## src/include/tca_defines.svh

```systemverilog
// constants for the temperature conversion and alarm block
`ifndef TCA_DEFINES_SVH
`define TCA_DEFINES_SVH

// command bytes decoded by this block
`define TCA_CMD_CONVERT   8'h44
`define TCA_CMD_ALM_SRCH  8'hEC

// scratchpad byte indices
`define TCA_SP_TEMP_LSB   4'h0
`define TCA_SP_TEMP_MSB   4'h1
`define TCA_SP_UPPER      4'h2
`define TCA_SP_LOWER      4'h3
`define TCA_SP_CONFIG     4'h4

// configuration byte layout
`define TCA_CFG_RES_HI    6
`define TCA_CFG_RES_LO    5

// resolution codes, {select_high, select_low}
`define TCA_RES_9         2'b00
`define TCA_RES_10        2'b01
`define TCA_RES_11        2'b10
`define TCA_RES_12        2'b11

// reset values
`define TCA_TEMP_RESET    16'h0550
`define TCA_BYTE_ZERO     8'h00

// timing: longest conversion at 12 bits, clock in kHz
`define TCA_CONV12_MS     750
`define TCA_CLK_KHZ       125000
`define TCA_CNT_W         27

`endif

```

## src/include/tca_pkg.sv

```systemverilog
// types shared by the temperature conversion and alarm block
`include "tca_defines.svh"

package tca_pkg;

    typedef enum logic [0:0] {
        TCA_IDLE,
        TCA_CONVERT
    } tca_state_e;

    typedef struct packed {
        tca_state_e             state;
        logic [`TCA_CNT_W-1:0]  count;
        logic [15:0]            temperature;
        logic [7:0]             upper;
        logic [7:0]             lower;
        logic [1:0]             res;
        logic                   nv_loaded;
        logic                   alarm;
        logic                   busy;
        logic                   conv_done;
        logic                   slot_bit;
        logic                   slot_valid;
        logic                   search_respond;
        logic [7:0]             sp_rdata;
        logic                   supply_ff1;
        logic                   supply_ff2;
        logic                   supply_ext;
    } tca_top_s;

endpackage

```

## src/logic/tca_quantize.sv

```systemverilog
// trims a raw sensor code to the resolution and sign-extends it
`timescale 1ns/1ps
`default_nettype none
`include "tca_defines.svh"

module tca_quantize
    import tca_pkg::*;
(
    input  wire logic [11:0] raw,
    input  wire logic [1:0]  res,
    output logic      [15:0] code
);

    logic [10:0] body;

    // undefined low bits are forced to zero so readback is stable
    always_comb
    begin
        body = raw[10:0];
        case (res)
            `TCA_RES_9:  body[2:0] = 3'h0;
            `TCA_RES_10: body[1:0] = 2'h0;
            `TCA_RES_11: body[0]   = 1'b0;
            default:     body      = raw[10:0];
        endcase
        // bits 15..11 all repeat the sign
        code = {{5{raw[11]}}, body};
    end

endmodule

`default_nettype wire

```

## src/logic/tca_limit_cmp.sv

```systemverilog
// signed compare of the temperature window against one limit
`timescale 1ns/1ps
`default_nettype none

module tca_limit_cmp
    import tca_pkg::*;
#(
    parameter bit UPPER = 1'b1
)
(
    input  wire logic [7:0] temp_win,
    input  wire logic [7:0] limit,
    output logic            hit
);

    // both sides signed so negative limits order correctly
    always_comb
    begin
        if (UPPER)
            hit = $signed(temp_win) >= $signed(limit);
        else
            hit = $signed(temp_win) <= $signed(limit);
    end

endmodule

`default_nettype wire

```

## src/logic/tca_top.sv

```systemverilog
// temperature conversion, result register and alarm flag
`timescale 1ns/1ps
`default_nettype none
`include "tca_defines.svh"

// Behaviour
// - resolution nine to twelve bits selectable
// - twelve-bit resolution in reset, then nonvolatile setting
// - idle until convert command byte arrives
// - store result, then back to idle
// - read slot answers 0 busy, 1 done
// - result is sign-extended sixteen-bit two's complement
// - bits fifteen to eleven carry sign
// - bit zero weighs one sixteenth degree
// - low bits undefined below twelve bits
// - result resets to eighty-five degrees
// - eight-bit signed limits at bytes two, three
// - limits and resolution kept nonvolatile
// - compare uses result bits eleven to four
// - alarm when at or below lower or at or above upper
// - alarm re-evaluated after every conversion
// - alarm search answered only when flagged
// - unique sixty-four-bit identification code held
// - config byte four, select bits default one
module tca_top
    import tca_pkg::*;
#(
    parameter int          CONV12_CYCLES = `TCA_CONV12_MS * `TCA_CLK_KHZ,
    // identification code default is an arbitrary value
    parameter logic [63:0] ID_CODE       = 64'h0123_4567_89AB_CDEF
)
(
    input  wire logic        clk,
    input  wire logic        resetn,
    input  wire logic        cmd_valid,
    input  wire logic [7:0]  cmd_byte,
    input  wire logic        read_slot,
    input  wire logic        sp_wr,
    input  wire logic        sp_rd,
    input  wire logic [3:0]  sp_index,
    input  wire logic [7:0]  sp_wdata,
    input  wire logic [11:0] sensor_code,
    input  wire logic [7:0]  nv_upper,
    input  wire logic [7:0]  nv_lower,
    input  wire logic [7:0]  nv_config,
    input  wire logic        supply_pin,
    output logic [15:0]      temperature,
    output logic [7:0]       upper_alarm_limit,
    output logic [7:0]       lower_alarm_limit,
    output logic [7:0]       config_byte,
    output logic             busy,
    output logic             conv_done,
    output logic             slot_bit,
    output logic             slot_valid,
    output logic             alarm_flag,
    output logic             search_respond,
    output logic [7:0]       sp_rdata,
    output logic             supply_external,
    output logic [63:0]      rom_code
);

    localparam logic [`TCA_CNT_W-1:0] FULL_CNT =
        `TCA_CNT_W'(CONV12_CYCLES);

    tca_top_s st;
    tca_top_s next_st;
    logic [15:0] quant;
    logic [63:0] id_reg;
    logic        hit_upper;
    logic        hit_lower;
    logic        start_cmd;
    logic [1:0]  shift_by;

    // sensor code trimmed to the active resolution
    tca_quantize u_quant (
        .raw  (sensor_code),
        .res  (st.res),
        .code (quant)
    );

    // only bits 11..4 of the fresh result meet the 8-bit limits
    tca_limit_cmp #(.UPPER(1'b1)) u_cmp_upper (
        .temp_win (quant[11:4]),
        .limit    (st.upper),
        .hit      (hit_upper)
    );

    tca_limit_cmp #(.UPPER(1'b0)) u_cmp_lower (
        .temp_win (quant[11:4]),
        .limit    (st.lower),
        .hit      (hit_lower)
    );

    assign start_cmd = cmd_valid && (cmd_byte == `TCA_CMD_CONVERT);
    assign shift_by  = 2'(`TCA_RES_12 - st.res);

    // next-state logic for the whole block
    always_comb
    begin
        next_st            = st;
        next_st.conv_done  = 1'b0;
        next_st.slot_valid = 1'b0;
        // supply sense passes three flops before use
        next_st.supply_ff1 = supply_pin;
        next_st.supply_ff2 = st.supply_ff1;
        next_st.supply_ext = st.supply_ff2;

        // one-time load of the nonvolatile copies after reset
        if (!st.nv_loaded)
        begin
            next_st.nv_loaded = 1'b1;
            next_st.upper     = nv_upper;
            next_st.lower     = nv_lower;
            next_st.res       = {nv_config[`TCA_CFG_RES_HI],
                                 nv_config[`TCA_CFG_RES_LO]};
        end

        // scratchpad writes land in bytes 2..4 only
        if (sp_wr && st.nv_loaded)
        begin
            case (sp_index)
                `TCA_SP_UPPER:  next_st.upper = sp_wdata;
                `TCA_SP_LOWER:  next_st.lower = sp_wdata;
                `TCA_SP_CONFIG: next_st.res   =
                    {sp_wdata[`TCA_CFG_RES_HI],
                     sp_wdata[`TCA_CFG_RES_LO]};
                default:        next_st.res   = next_st.res;
            endcase
        end

        // scratchpad readback, answered one cycle later
        if (sp_rd)
        begin
            case (sp_index)
                `TCA_SP_TEMP_LSB: next_st.sp_rdata = st.temperature[7:0];
                `TCA_SP_TEMP_MSB: next_st.sp_rdata = st.temperature[15:8];
                `TCA_SP_UPPER:    next_st.sp_rdata = st.upper;
                `TCA_SP_LOWER:    next_st.sp_rdata = st.lower;
                `TCA_SP_CONFIG:   next_st.sp_rdata = config_image(st.res);
                default:          next_st.sp_rdata = `TCA_BYTE_ZERO;
            endcase
        end

        // status answer to a read slot; under bus power the master
        // does not poll, so the same answer is harmless there
        if (read_slot)
        begin
            next_st.slot_valid = 1'b1;
            next_st.slot_bit   = (st.state == TCA_IDLE);
        end

        // alarm search sees the flag as it stands
        if (cmd_valid && (cmd_byte == `TCA_CMD_ALM_SRCH))
            next_st.search_respond = st.alarm;
        else if (cmd_valid)
            next_st.search_respond = 1'b0;

        case (st.state)
            TCA_IDLE:
            begin
                // nothing runs until the convert byte
                if (start_cmd)
                begin
                    next_st.state = TCA_CONVERT;
                    next_st.busy  = 1'b1;
                    // coarser resolution finishes proportionally sooner
                    next_st.count = FULL_CNT >> shift_by;
                end
            end
            TCA_CONVERT:
            begin
                if (st.count <= `TCA_CNT_W'(1))
                begin
                    next_st.state       = TCA_IDLE;
                    next_st.busy        = 1'b0;
                    next_st.conv_done   = 1'b1;
                    next_st.temperature = quant;
                    next_st.alarm       = hit_upper || hit_lower;
                end
                else
                    next_st.count = st.count - `TCA_CNT_W'(1);
            end
            default:
            begin
                next_st.state = TCA_IDLE;
                next_st.busy  = 1'b0;
            end
        endcase
    end

    // config byte image: reserved bits read as zero
    function automatic logic [7:0] config_image(input logic [1:0] r);
        logic [7:0] b;
        b                  = `TCA_BYTE_ZERO;
        b[`TCA_CFG_RES_HI] = r[1];
        b[`TCA_CFG_RES_LO] = r[0];
        return b;
    endfunction

    // state register; reset puts the block in idle at 12 bits
    always_ff @(posedge clk)
    begin
        if (!resetn)
        begin
            st             <= '0;
            st.state       <= TCA_IDLE;
            st.temperature <= `TCA_TEMP_RESET;
            st.res         <= `TCA_RES_12;
            st.slot_bit    <= 1'b1;
            id_reg         <= ID_CODE;
        end
        else
        begin
            st     <= next_st;
            id_reg <= id_reg;
        end
    end

    // outputs straight from the state flops
    assign temperature       = st.temperature;
    assign upper_alarm_limit = st.upper;
    assign lower_alarm_limit = st.lower;
    assign config_byte       = config_image(st.res);
    assign busy              = st.busy;
    assign conv_done         = st.conv_done;
    assign slot_bit          = st.slot_bit;
    assign slot_valid        = st.slot_valid;
    assign alarm_flag        = st.alarm;
    assign search_respond    = st.search_respond;
    assign sp_rdata          = st.sp_rdata;
    assign supply_external   = st.supply_ext;
    assign rom_code          = id_reg;
endmodule

`default_nettype wire

```

## config.mk

```make
export PLATFORM = sky130hd
export DESIGN_NAME = tca_top
export DESIGN_NICKNAME = d
export VERILOG_FILES = /design/src/include/tca_pkg.sv /design/src/logic/tca_quantize.sv /design/src/logic/tca_limit_cmp.sv /design/src/logic/tca_top.sv
export VERILOG_INCLUDE_DIRS = /design/src /design/src/include
export SDC_FILE = /design/constraint.sdc
export NUM_CORES = 1
export LEC_CHECK = 0
export ABC_AREA = 1
export BUFFER_PORTS_ARGS = -buffer_cell sky130_fd_sc_hd__buf_4
export CORE_ASPECT_RATIO = 1.75
export CORE_MARGIN = 2
export CORE_UTILIZATION = 47
export CTS_CLUSTER_SIZE = 10
export DETAILED_ROUTE_END_ITERATION = 8
export HOLD_SLACK_MARGIN = 0.08
export PLACE_DENSITY = 0.73
export SLEW_MARGIN = 5
export SYNTH_ARGS = -nofsm -noshare
export SYNTH_HDL_FRONTEND = slang
export SYNTH_SLANG_ARGS = --single-unit
```

## constraint.sdc

```tcl
create_clock -name clk -period 1.8 [get_ports clk]
set_clock_uncertainty 0.1 [all_clocks]
set_input_delay 0.18 -clock clk [delete_from_list [all_inputs] [get_ports clk]]
set_output_delay 0.18 -clock clk [all_outputs]
set_load 0.05 [all_outputs]
```

==> flow_summary.toml <==
[pwr]
power_per_cell_area_nw_per_um2 = 652
ir_worst_vdd_uv = 499
leakagePower_nw = 3.76
total_power_mw = 4.66

[sta]
finalCriticalPeriod_ns = 1.77
final_min_period_over_clock_period_pct = 98.6
final_report_hold_violation_count = 0
rsz0062_at_grt = "true"
timing.final.ws_setup_ns = 0.0253
setup_violations = 0
finalMaxSlewViolations = 0
accumulated_negative_setup_slack_ns = 0
maxClockFrequency_mhz = 563

[floorplan]
die-width_um = 86.9
standard_cell_rows = 53
floorplan.initialDensity_pct = 47.7
die_outline_area_um2 = 13000
die_h_um = 149
top_level_ports = 182
core_um2 = 11900

[placed_design]
final_estimated_routing_congestion_in_global_placement = 0.963
dp.final_hpwl_um = 12900
portBuffers = 105
preCtsSetupSlack_ns = -0.00814

[route]
drt-wirelength-per-cell_um = 15.8
ant_nets = 0
detailedRoute.firstPassIterationCount = 8
initialDrtViolationCount = 404
dr_total_vias = 5785
wl_met1_um = 5780
wl_um = 17600
met3_length_um = 957
vias_per_cell = 5.18
highest-signal-layer = "met4"
drcViolationCount = 0
wl_met2_um = 9730

[synth]
ys_warn_count = 0
sequential_element_share_of_the_synthesized_area_pct = 26.9
synthesis.instances = 854
post_synth_instance_area_um2 = 5660
synth.lib_cells_used.distinct = 34
syn-mean-instance-area_um2 = 6.62
yosysTopAreaCell = "dfxtp_1"
ys_top_cells_by_area = "dfxtp_1 (27%), buf_4 (15%), nand2_1 (12%), nand3_1 (6.9%), nor2_1 (6.8%)"
synth-seq-cells = 76
synth_top_area_share_pct = 26.9

[clock_tree]
clock_sinks = 76
cts.htree.levels = 3
cts-root-to-sink-buffers = 2
cts.root.buffer_cell = "clkbuf_16"
clkTransAtPathRegs_ns = 0.06
clock_insertion_delay_at_the_later_pin_of_the_skew_report_ns = 0.35
cts_buffers = 9
tritoncts = "yes"

[global_route]
grt_max_degree = 46
antenna_found_initial = 0
global_route.usage.total_pct = 25.9
grt_first_pass_wirelength_um = 25900
via_count_of_the_first_global_routing_pass = 5402
overflow = 0

[run]
drv.max_cap_violation_count = 0

[setup_path]
crit_path_max_fanout = 9
reg2reg_from = "st[52]"
setup.worst_path.class = "register to register"
ff2ff_path_depth = 11
worst-endpoint-arrival_ns = 1.97
cp_slowest_cell = "dfxtp_2"
critPathMaxStageDelay_ns = 0.35
r2r_setup_slack_ns = 0.03
rr_endpoint = "st[64]"
startpoint_type_of_the_worst_setup_path = "register"
critical-path-top-cell-by-count = "nor2_2"
path_cells = "inv_2, ha_2, nand2_1, nor2_2, buf_12, inv_1, o21ai_0, nand3_1, o21ai_0, nor2_2, nor2_2"
timing.critical_path.to_type = "register"
critical_path_required_ns = 1.99

[cells_and_area]
finish.net_count = 1062
layout_commonest_cell = "nand2_1"
area_delta_synth_final_pct = 26.4
drive_gt1_share_pct = 27.3
antenna_cells = 0
mostFrequentLayoutCells = "nand2_1 (183), buf_4 (139), inv_1 (82)"

[hold_path]
hold_path_depth = 3
timing.hold.worst_endpoint = "temperature[4]"
timing.hold.worst.class = "input pin to register"
hold_start = "sensor_code[4]"

[status]
result_of_the_run = "finished clean"
[what timing repair did]
action / in CTS / in global routing
endpoints found under the setup margin: 3 / 40
pin swaps: 2 / 17
setup buffers: 0 / 6
resized for setup: 3 / 71
gates cloned: 1 / 4
hold buffers: 27 / 0
hold endpoints to repair: 41 / 0
[cells by family after synthesis]
kind of cell / after synthesis / share of synthesized area, %
simple gates: 409 / 31.5
buf+inv: 229 / 23.2
compound gates: 95 / 9.33
flops: 76 / 26.9
fa+ha+maj: 24 / 5.31
mux: 16 / 3.19
xor+xnor: 3 / 0.465
other cells: 2 / 0.133
[area by class of cell]
type                            count  area (um^2)
Tap cell                          137          171
Fill cell                        1066         4720
Sequential cell                    76         1540
Clock inverter                      5         62.6
Multi-Input combinational cell    619         3310
Timing Repair Buffer              176         1480
Clock buffer                       11          233
Inverter                           93          360
[through the flow]
step	cell area [um^2]	std cells	hold slack, ns	utilization [%]
2_1_floorplan	5910	922	0.108	-
3_3_place_gp	6210	1063	0.269	52.3
3_5_place_dp	6210	1063	0.271	52.3
4_1_cts	6800	1107	0.100	57.3
5_1_grt	7150	1117	0.118	60.2
6_report	7150	1117	0.0970	60.2
[power by group]
part	internal [mW]	switching (mW)
Combinational	0.318	0.733
Clock	1.08	0.778
Sequential	1.72	0.0333
[routing by layer]
metal,track usage [%],up-vias
li1,-,2791
met1,24.8,2641
met2,47.8,272
met3,4.15,81
met4,19.5,0
met5,0,-
[worst max-delay path by stage]
stage | start | to | slack [ns] | cells after the start
floorplan | st[53] | temperature[10] | 0.19 | 12
global placement | st[53] | temperature[5] | 0.04 | 12
detailed placement | st[53] | temperature[4] | -0.008 | 11
CTS | st[53] | temperature[1] | 0.008 | 12
global route | st[53] | st[66] | -0.11 | 13
finish | st[52] | st[64] | 0.03 | 11
[synthesized netlist by cell type]
master,instances
buf_4,114
nand3_1,78
o21bai_1,3
o211a_1,1
nor3_1,3
buf_1,5
nand3b_1,2
xor2_1,3
buf_6,2
nand3_4,1
or2_2,1
nand2_1,187
nand2_4,2
conb_1,2
ha_1,24
o2111ai_1,3
nor2_1,103
nor2_4,2
o21ai_0,37
o22ai_1,5
mux2_2,16
nand2_2,5
nor2_2,12
inv_4,1
clkbuf_1,8
inv_1,87
nor2_8,1
dfxtp_1,76
buf_2,7
nand4_1,12
a21oi_1,37
o211ai_1,8
o21a_1,1
inv_2,5
[flip-flops by register name (all words and copies together) (netlist names)]
signal             flops
alarm_flag             1
busy                   1
config_byte            2
conv_done              1
lower_alarm_limit      8
next_st                2
search_respond         1
slot_bit               1
slot_valid             1
sp_rdata               8
st                    29
supply_external        1
temperature           12
upper_alarm_limit      8
[worst max-delay path: cells and delay by family (launching register included)]
| kind | cells | cell delay [ns] |
|---|---|---|
| buffers and inverters | 3 | 0.29 |
| adder cells (fa/ha/maj) | 1 | 0.23 |
| AND/OR/NAND/NOR | 5 | 0.48 |
| AO/OA/AOI/OAI | 2 | 0.27 |
| flip-flops | 1 | 0.35 |
No activity file was read; power rests on OpenSTA's default activity.
